$ cat src/logic/pcs_pkg.sv
package pcs_pkg;

  // ****************************************************
  // widths and sizes
  // ****************************************************
  localparam int PC_W = 13;
  localparam int LOW_W = 8;
  localparam int HIGH_W = 5;
  localparam int JUMP_W = 11;
  localparam int STACK_DEPTH = 8;
  localparam int DADDR_W = 9;

  // ****************************************************
  // field positions
  // ****************************************************
  localparam int LATCH_PAGE_HI = 4;
  localparam int LATCH_PAGE_LO = 3;
  localparam int BANK_SEL_POS = 7;

  // ****************************************************
  // reset values and special codes
  // ****************************************************
  localparam logic [12:0] PC_RESET = 13'h0000;
  localparam logic [7:0] LATCH_RESET = 8'h00;
  localparam logic [7:0] FPTR_RESET = 8'h00;
  localparam logic [7:0] INDIRECT_ADDR = 8'h00;
  localparam logic [7:0] INDIRECT_READ_VALUE = 8'h00;

  // ****************************************************
  // program-flow commands from the decoder
  // ****************************************************
  typedef enum logic [2:0] {
    PCS_OP_STEP = 3'h0,
    PCS_OP_JUMP = 3'h1,
    PCS_OP_CALL = 3'h2,
    PCS_OP_RET = 3'h3,
    PCS_OP_RETLIT = 3'h4,
    PCS_OP_RETINT = 3'h5,
    PCS_OP_INTVEC = 3'h6,
    PCS_OP_HOLD = 3'h7
  } pcs_op_t;

  typedef struct packed {
    pcs_op_t op;
    logic [10:0] target;
  } pcs_flow_t;

  // data-side request from the decoder
  typedef struct packed {
    logic rd;
    logic wr;
    logic [7:0] addr;
    logic [7:0] wdata;
  } pcs_data_req_t;

  // request toward data memory
  typedef struct packed {
    logic rd;
    logic wr;
    logic [8:0] addr;
    logic [7:0] wdata;
  } pcs_mem_req_t;

endpackage

$ cat src/logic/pcs_core.sv
`timescale 1ns/1ps
// Contract
// - program counter is a 13-bit register selecting next instruction
// - counter low byte readable and writable by instructions
// - counter bits 12..8 hidden, loaded from high-byte latch, jump operand bits 10..8 or return stack
// - any reset clears the whole program counter
// - low-byte write loads upper bits from latch bits 4..0
// - call or jump takes top two counter bits from latch bits 4..3
// - eight-deep 13-bit return stack, pointer hidden from software
// - call pushes counter plus one, interrupt vectoring pushes current counter
// - return, return-with-literal, return-from-interrupt pop into counter
// - push and pop leave high-byte latch unchanged
// - stack wraps circularly, ninth push overwrites first
// - no stack overflow or underflow flag exists
// - indirect port is not storage, accesses file-pointer location
// - indirect read with pointer at the port returns zero
// - indirect write with pointer at the port stores nothing
// - indirect address is bank-select bit above eight pointer bits
// - bank-select set picks banks 2-3, clear picks banks 0-1

module pcs_core #(
  parameter int DEPTH = pcs_pkg::STACK_DEPTH,
  parameter logic [12:0] INT_VECTOR = 13'h0004
) (
  input wire logic clk,
  input wire logic rst_n,
  input wire pcs_pkg::pcs_flow_t flow,
  input wire logic low_wr,
  input wire logic [7:0] low_wdata,
  input wire logic latch_wr,
  input wire logic [7:0] latch_wdata,
  input wire logic fptr_wr,
  input wire logic [7:0] fptr_wdata,
  input wire logic bank_select,
  input wire pcs_pkg::pcs_data_req_t dreq,
  input wire logic [7:0] mem_rdata,
  output logic [12:0] program_counter,
  output logic [7:0] counter_low_byte_reg,
  output logic [7:0] counter_high_latch,
  output logic [7:0] file_pointer_reg,
  output pcs_pkg::pcs_mem_req_t mem_req,
  output logic [7:0] ind_rdata,
  output logic ind_rvalid
);

  localparam int PW = $clog2(DEPTH);

  initial begin
    if (DEPTH != pcs_pkg::STACK_DEPTH) begin
      $error("return stack depth is fixed by the core");
    end
  end

  // ****************************************************
  // helpers
  // ****************************************************
  function automatic logic [12:0] jump_target(
    input logic [7:0] latch,
    input logic [10:0] operand
  );
    return {latch[pcs_pkg::LATCH_PAGE_HI:pcs_pkg::LATCH_PAGE_LO], operand};
  endfunction

  function automatic logic [8:0] ind_addr(
    input logic bank,
    input logic [7:0] fptr
  );
    return {bank, fptr};
  endfunction

  logic [12:0] pc_q;
  logic [12:0] pc_d;
  logic [7:0] latch_q;
  logic [7:0] fptr_q;
  logic [PW-1:0] sp_q;
  logic [PW-1:0] sp_d;
  logic push;
  logic pop;
  logic [12:0] stack_top;
  logic pop_pend_q;
  logic [12:0] pc_plus;
  logic ind_hit;
  logic ind_self;
  logic [8:0] eff_addr;
  logic rd_pend_q;
  logic self_pend_q;
  logic rd_pend2_q;
  logic self_pend2_q;

  assign pc_plus = pc_q + 13'h0001;

  // ****************************************************
  // stack control
  // ****************************************************
  // push on call or interrupt vectoring
  assign push = (flow.op == pcs_pkg::PCS_OP_CALL) ||
                (flow.op == pcs_pkg::PCS_OP_INTVEC);
  assign pop = (flow.op == pcs_pkg::PCS_OP_RET) ||
               (flow.op == pcs_pkg::PCS_OP_RETLIT) ||
               (flow.op == pcs_pkg::PCS_OP_RETINT);

  always_comb begin
    sp_d = sp_q;
    if (push) begin
      sp_d = sp_q + PW'(1);
    end else if (pop) begin
      sp_d = sp_q - PW'(1);
    end
  end

  always_ff @(posedge clk) begin
    if (!rst_n) begin
      sp_q <= '0;
    end else begin
      sp_q <= sp_d;
    end
  end

  pcs_stack_mem #(
    .DEPTH(DEPTH),
    .WIDTH(pcs_pkg::PC_W)
  ) u_stack (
    .clk(clk),
    .wr_en(push),
    .wr_addr(sp_q),
    .wr_data(flow.op == pcs_pkg::PCS_OP_CALL ? pc_plus : pc_q),
    .rd_addr(sp_q - PW'(1)),
    .rd_data(stack_top)
  );

  // pop completes one cycle later from the registered read
  always_ff @(posedge clk) begin
    if (!rst_n) begin
      pop_pend_q <= 1'b0;
    end else begin
      pop_pend_q <= pop;
    end
  end

  // ****************************************************
  // program counter
  // ****************************************************
  always_comb begin
    pc_d = pc_plus;
    if (pop_pend_q) begin
      pc_d = stack_top;
    end else begin
      case (flow.op)
        pcs_pkg::PCS_OP_JUMP, pcs_pkg::PCS_OP_CALL: begin
          pc_d = jump_target(latch_q, flow.target);
        end
        pcs_pkg::PCS_OP_INTVEC: begin
          pc_d = INT_VECTOR;
        end
        pcs_pkg::PCS_OP_RET, pcs_pkg::PCS_OP_RETLIT,
        pcs_pkg::PCS_OP_RETINT, pcs_pkg::PCS_OP_HOLD: begin
          pc_d = pc_q;
        end
        default: begin
          if (low_wr) begin
            pc_d = {latch_q[pcs_pkg::HIGH_W-1:0], low_wdata};
          end
        end
      endcase
    end
  end

  always_ff @(posedge clk) begin
    if (!rst_n) begin
      pc_q <= pcs_pkg::PC_RESET;
    end else begin
      pc_q <= pc_d;
    end
  end

  // ****************************************************
  // latch and file pointer
  // ****************************************************
  // latch written only by software
  always_ff @(posedge clk) begin
    if (!rst_n) begin
      latch_q <= pcs_pkg::LATCH_RESET;
    end else if (latch_wr) begin
      latch_q <= latch_wdata;
    end
  end

  always_ff @(posedge clk) begin
    if (!rst_n) begin
      fptr_q <= pcs_pkg::FPTR_RESET;
    end else if (fptr_wr) begin
      fptr_q <= fptr_wdata;
    end
  end

  // ****************************************************
  // indirect addressing
  // ****************************************************
  // port redirects, no storage
  assign ind_hit = (dreq.addr == pcs_pkg::INDIRECT_ADDR);
  assign ind_self = (fptr_q == pcs_pkg::INDIRECT_ADDR);
  assign eff_addr = ind_hit ? ind_addr(bank_select, fptr_q) :
                    {1'b0, dreq.addr};

  always_ff @(posedge clk) begin
    if (!rst_n) begin
      mem_req <= '0;
    end else begin
      mem_req.addr <= eff_addr;
      mem_req.wdata <= dreq.wdata;
      mem_req.rd <= dreq.rd && !(ind_hit && ind_self);
      mem_req.wr <= dreq.wr && !(ind_hit && ind_self);
    end
  end

  always_ff @(posedge clk) begin
    if (!rst_n) begin
      rd_pend_q <= 1'b0;
      self_pend_q <= 1'b0;
    end else begin
      rd_pend_q <= dreq.rd && ind_hit;
      self_pend_q <= dreq.rd && ind_hit && ind_self;
    end
  end

  // memory answers the cycle after its request
  always_ff @(posedge clk) begin
    if (!rst_n) begin
      rd_pend2_q <= 1'b0;
      self_pend2_q <= 1'b0;
    end else begin
      rd_pend2_q <= rd_pend_q;
      self_pend2_q <= self_pend_q;
    end
  end

  always_ff @(posedge clk) begin
    if (!rst_n) begin
      ind_rdata <= 8'h00;
      ind_rvalid <= 1'b0;
    end else begin
      ind_rvalid <= rd_pend2_q;
      ind_rdata <= self_pend2_q ? pcs_pkg::INDIRECT_READ_VALUE : mem_rdata;
    end
  end

  // ****************************************************
  // registered views
  // ****************************************************
  always_ff @(posedge clk) begin
    if (!rst_n) begin
      program_counter <= pcs_pkg::PC_RESET;
    end else begin
      program_counter <= pc_d;
    end
  end

  always_ff @(posedge clk) begin
    if (!rst_n) begin
      counter_low_byte_reg <= 8'h00;
    end else begin
      counter_low_byte_reg <= pc_d[pcs_pkg::LOW_W-1:0];
    end
  end

  always_ff @(posedge clk) begin
    if (!rst_n) begin
      counter_high_latch <= pcs_pkg::LATCH_RESET;
    end else begin
      counter_high_latch <= latch_wr ? latch_wdata : latch_q;
    end
  end

  always_ff @(posedge clk) begin
    if (!rst_n) begin
      file_pointer_reg <= pcs_pkg::FPTR_RESET;
    end else begin
      file_pointer_reg <= fptr_wr ? fptr_wdata : fptr_q;
    end
  end

endmodule

$ cat src/logic/pcs_stack_mem.sv
`timescale 1ns/1ps

module pcs_stack_mem #(
  parameter int DEPTH = 8,
  parameter int WIDTH = 13
) (
  input wire logic clk,
  input wire logic wr_en,
  input wire logic [$clog2(DEPTH)-1:0] wr_addr,
  input wire logic [WIDTH-1:0] wr_data,
  input wire logic [$clog2(DEPTH)-1:0] rd_addr,
  output logic [WIDTH-1:0] rd_data
);

  logic [WIDTH-1:0] mem [DEPTH];

  initial begin
    if (DEPTH < 2 || (DEPTH & (DEPTH - 1)) != 0) begin
      $error("stack depth must be a power of two");
    end
  end

  // ****************************************************
  // storage with registered read
  // ****************************************************
  always_ff @(posedge clk) begin
    if (wr_en) begin
      mem[wr_addr] <= wr_data;
    end
  end

  always_ff @(posedge clk) begin
    rd_data <= mem[rd_addr];
  end

endmodule

$ cat config.mk
export PLATFORM = sky130hd
export DESIGN_NAME = pcs_core
export DESIGN_NICKNAME = d
export VERILOG_FILES = /design/src/logic/pcs_pkg.sv /design/src/logic/pcs_core.sv /design/src/logic/pcs_stack_mem.sv
export SDC_FILE = /design/constraint.sdc
export NUM_CORES = 1
export LEC_CHECK = 0
export BUFFER_PORTS_ARGS = -buffer_cell sky130_fd_sc_hd__buf_2
export CAP_MARGIN = 5
export CORE_ASPECT_RATIO = 0.6
export CORE_MARGIN = 8
export CORE_UTILIZATION = 60
export CTS_CLUSTER_SIZE = 8
export DETAILED_ROUTE_END_ITERATION = 8
export GPL_ROUTABILITY_DRIVEN = 0
export PLACE_DENSITY_LB_ADDON = 0.08
export SYNTH_ARGS = -nofsm -noshare
export SYNTH_HDL_FRONTEND = slang
export SYNTH_HIERARCHICAL = 1
export SYNTH_SLANG_ARGS = --single-unit
$ cat constraint.sdc
create_clock -name clk -period 4.02 [get_ports clk]
set_input_delay 0.402 -clock clk [delete_from_list [all_inputs] [get_ports clk]]
set_output_delay 0.402 -clock clk [all_outputs]
set_load 0.05 [all_outputs]
Word level (Yosys, flattened, before mapping)
Memory sizes are Yosys's and may differ from the RTL's. A register that Yosys moved wholly into a read port is not among the register bits.
Cells that the tools add are included.

cells by class
  muxes and demuxes = 9
  equal/unequal tests = 8
  reductions and logical operators = 16
  $add $sub $neg = 3
  bitwise logic cells = 1

operators with widths
  cell                     number
  $mux W13                 3
  $pmux W13 S3             1
  $logic_not A8 Y1         2
  $add A13 B1 Y13 const B  1
  $eq A3 B3 Y1 const B     4
  $mux W8                  1
  $eq A3 B2 Y1 const B     2
  $mux W3                  2
  $logic_and A1 B1 Y1      5
  $reduce_or A2 Y1         2
  $reduce_or A4 Y1         1
  $add A3 B1 Y3 const B    1
  $eq A3 B1 Y1 const B     1
  $logic_or A1 B1 Y1       3
  $sub A3 B1 Y3 const B    1
  $mux W1                  2
  $ne A2 B2 Y1 const B     1
  $reduce_and A2 Y1        1
  $reduce_bool A2 Y1       1
  $logic_not A1 Y1         1
  $not A1 Y1               1

storage, ports and cells
  register bits after elaboration = 65
  RAM bits = 104
  logic and storage cells = 55
  input port bits = 70
  memories = 1
  output and inout bits = 65

memories
  memory       depth  bits a word  rd ports  clocked after Yosys merged registers in  wr ports  RTL line             RTL
  u_stack.mem  8      13           1         1                                        1         pcs_stack_mem.sv:15  logic [WIDTH-1:0] mem [DEPTH];

Logic depth before layout (Yosys ltp)
  depth after elaboration = 5
  depth in mapped cells = 7

By module
The synthesis kept the hierarchy.

modules (own cells, without submodules)
  module         times used  area each (sq um)  seq. area each (sq um)  cells each
  pcs_stack_mem  1           4315.4             3383.2                  176
  pcs_core       1           3258.1             1301.2                  378

Least setup slack after synthesis
No wires, ideal clock.

  path type = input to register
  start point = input flow[12] in the netlist's numbering
  end point = memory u_stack.mem[0][0] (enable)
  path buffers = 1
  library setup time = 400 ps
  stages on the path = 4
  path slack = 1678 ps
  data required time = 3620 ps
  arrival time = 1943 ps
  path through = buf_6 nor2b_1 nand2b_1 nor3_1

between the ends
  longest elaborated chain between the ends = 4
  elaborated cells between the ends (all ways) = 5
  classes of those cells = eq/ne (2); mux (2); reduce/logical (1)

RTL lines
  item                                                 RTL line                        RTL
  start, declared                                      pcs_core.sv:27                  input wire pcs_pkg::pcs_flow_t flow,
  $eq A3 B2 Y1 / $eq A3 B3 Y1 (equally long branches)  pcs_core.sv:96, pcs_core.sv:97
  $logic_or A1 B1 Y1 (*)                               pcs_core.sv:96                  assign push = (flow.op == pcs_pkg::PCS_OP_CALL) ||
  net push                                             pcs_core.sv:77                  logic push;
  $mux W1 (*)                                          pcs_stack_mem.sv:27             if (wr_en) begin
  $mux W1 (not written as such) (*)                    pcs_stack_mem.sv:28             mem[wr_addr] <= wr_data;
  end, declared                                        pcs_stack_mem.sv:15

Mark *: on every way through the listed nets, which the timed path passes. The rest lies on a longest branch.

==> impl_metrics.py <==
metrics = {
    "floorplanning": {
        "start_util": 0.6218,
        "die_h_um": 103.0,
        "pin_count": 135,
        "rows": 31,
        "dieArea_um2": 16590,
        "core_um2": 12180,
        "die_x_um": 161.0,
    },
    "detailed_routing": {
        "firstDrtPassIters": 5,
        "routed_wl_mm": 18.35,
        "antenna_left": 0,
        "wl_per_cell_um": 21.59,
        "drc_errors": 0,
        "vias_per_cell": 6.027,
        "vias": 5123,
        "drt-initial-drc-count": 509,
    },
    "cells_and_area": {
        "reg_top3": "u_stack/mem x104, mem_req x19",
        "diodes": 0,
        "utilization": 0.7245,
        "largest_reg_flops": 104,
        "regArea_um2": 4684,
        "syn2layout_area_growth_pct": 16.50,
        "top_register": "u_stack/mem",
        "drive_above_1_share": 0.2905,
        "multi_input_area_um2": 2608,
        "nFillCells": 835,
        "nets": 745,
        "finalInstanceArea_um2": 8823,
    },
    "worst_setup_path": {
        "crit_fanout": 9,
        "arrival_ps": 2430,
        "ff2ff_setup_slack_ps": 1720,
        "cp_cell_sequence": "ha_1 > and3_1 > nand3_1 > nor2_1 > xor2_1",
        "required_ps": 4150,
        "startpoint_type": "flip-flop",
        "slowest_stage": "xor2_1",
        "worst_r2r_startpoint": "program_counter[0]",
        "endpoint_kind": "flip-flop",
        "r2r_end": "u_stack/mem[4][12]",
        "worstSetupPathType": "flip-flop to flip-flop",
        "cp_slowest_stage_delay_ps": 560,
        "rr_worst_depth": 5,
    },
    "global_route": {
        "grt_pass1_vias": 4990,
        "grt_use_met3": 0.07097,
        "grt_max_degree": 29,
        "antenna_found_initial": 0,
        "use_met1": 0.3016,
        "top_usage_layer": "met2",
        "grt_usage": 0.2191,
        "gr-total-overflow": 0,
        "grt_pass1_wl_mm": 27.74,
        "met2_usage": 0.3294,
    },
    "timing": {
        "setup_viol": 0,
        "finalHoldViolCount": 0,
        "skew_ps": 7.022,
        "min_period_ps": 2297,
        "fin_crit_sh": 0.5713,
        "setup_tns_ps": 0,
        "max_freq_mhz": 435.4,
        "relSlewSlack": 0.2306,
        "worst_pin_slew_ps": 1148,
        "grt_setup_unrepaired": "false",
        "final_max_slew_viol_count": 0,
        "holdWs_ps": 170.2,
    },
    "clock_tree": {
        "cts_hold_buf": 0,
        "cts_setup_buffers": 0,
        "cts_tree": "yes",
        "path_clk_slew_ps": 70,
        "clk_latency_ps": 430,
        "htree_num_levels": 4,
        "clock_path_buffers": 2,
        "cts.repair.resized": 0,
        "cts_buffers": 17,
        "cts-root-buf": "clkbuf_16",
        "numClockSinks": 182,
    },
    "worst_hold_path": {
        "whs_path_depth": 2,
        "hold_class": "input port to flip-flop",
        "hold_end": "ind_rdata[7]",
        "hp-start": "mem_rdata[7]",
    },
    "synth": {
        "synth_seq_cells": 182,
        "yosysMostFrequentCell": "edfxtp_1",
        "synth_ff_type": "edfxtp_1",
        "syn_inst": 554,
        "synth_top_area_share": 0.4124,
        "synthTopCellsByCount": "edfxtp_1, dfxtp_1, nor2_1",
        "ys.warnings.count": 6,
        "syn_area_um2": 7574,
        "yosysTopAreaCell": "edfxtp_1",
        "synth.net_count": 627,
        "async_flop_share": 0,
        "syn-mean-instance-area_um2": 13.67,
        "synthDistinctLibCells": 55,
        "synthTopCellsByArea": "edfxtp_1, dfxtp_1, mux4_1",
        "synth_edf_count": 104,
        "ys_seq_area_frac": 0.6185,
    },
    "power_and_ir_drop": {
        "power_density_nw_per_um2": 501.6,
        "power.leakage_nw": 3.528,
        "ir_drop_v": 0.0002865,
    },
    "placed_design": {
        "dp_hpwl_mm": 13.16,
        "port-buffer-count": 134,
        "placed_area_um2": 8289,
    },
    "job": {
        "cap_violations": 0,
    },
    "outcome": {
        "outcome": "completed",
    },
}
## per-layer routing
layer  up-vias  part of all wire
met5         -                 0
met3        30              0.11
met4         0             0.015
met2       263              0.46
li1       2323                 -
met1      2507              0.42
## area by class of cell
| class | count | area share |
|---|---|---|
| Tap cell | 165 | 0.02340 |
| Inverter | 12 | 0.005105 |
| Multi-Input combinational cell | 315 | 0.2955 |
| Clock buffer | 18 | 0.04864 |
| Timing Repair Buffer | 144 | 0.08452 |
| Clock inverter | 14 | 0.01191 |
| Sequential cell | 182 | 0.5309 |
## cell families after synthesis
family / synth area share
flip-flops: 0.6185
AND/OR/NAND/NOR: 0.1064
AO/OA/AOI/OAI: 0.07434
multiplexers: 0.1343
buffers and inverters: 0.03948
XOR/XNOR: 0.02197
adder cells (fa/ha/maj): 0.004957
## power breakdown
| group | switching [W] | internal (W) |
|---|---|---|
| clock | 0.000713 | 0.000794 |
| combinational | 0.000455 | 0.000271 |
| sequential | 0.0000876 | 0.00210 |
| total | 0.00126 | 0.00317 |
## per-stage QoR
stage          setup slack [ps]  std cells  total power (W)
6_report                   1723        850         0.004426
5_1_grt                    1550        850         0.004584
4_1_cts                    1723        850         0.004443
3_5_place_dp               1379        818         0.002954
3_3_place_gp               1475        818         0.002937
2_1_floorplan              1678        554         0.002759
## placed cells by master (no fill, tap or decap), types with 3 or more instances in the layout
cell | Yosys | routed
mux2i_1 | 18 | 18
ha_1 | 3 | 3
nand2_1 | 21 | 21
inv_1 | 12 | 12
xor2_1 | 7 | 6
mux2_2 | 13 | 13
a31oi_1 | 5 | 5
o31ai_1 | 6 | 6
and4_1 | 3 | 3
buf_2 | 10 | 134
nand2b_1 | 9 | 9
and3_1 | 4 | 4
dfxtp_1 | 78 | 78
nor2b_1 | 6 | 6
and2_1 | 20 | 20
edfxtp_1 | 104 | 104
nor3_1 | 13 | 11
nor3b_1 | 3 | 3
nor4_1 | 5 | 5
clkinv_4 | 0 | 5
a21oi_1 | 17 | 17
buf_4 | 9 | 10
xnor2_1 | 12 | 12
o211ai_1 | 7 | 7
mux4_1 | 24 | 24
a221oi_1 | 9 | 9
o32ai_1 | 3 | 3
a211oi_1 | 3 | 3
clkinvlp_4 | 0 | 3
o21ai_0 | 13 | 13
nor2_1 | 45 | 45
clkbuf_16 | 0 | 17
nand4_1 | 5 | 5
a21o_1 | 4 | 4
nand3_1 | 11 | 11
## worst max-delay path by stage
| stage | startpoint | endpoint | slack [ps] |
|---|---|---|---|
| after CTS | program_counter[0] | u_stack/mem[4][12] | 1720 |
| after floorplan | flow[12] | u_stack/mem[0][0] | 1680 |
| after global placement | flow[12] | u_stack/mem[0][10] | 1470 |
| final | program_counter[0] | u_stack/mem[4][12] | 1720 |
| after global routing | program_counter[1] | u_stack/mem[6][12] | 1550 |
| after detailed placement | flow[12] | u_stack/mem[4][10] | 1380 |
## worst max-delay path, delay by kind of cell (launching register included)
| kind | cells | cell delay (ps) |
|---|---|---|
| xor+xnor | 1 | 560 |
| fa+ha+maj | 1 | 300 |
| flops | 1 | 500 |
| simple gates | 3 | 630 |
No activity file was read; power rests on OpenSTA's default activity.
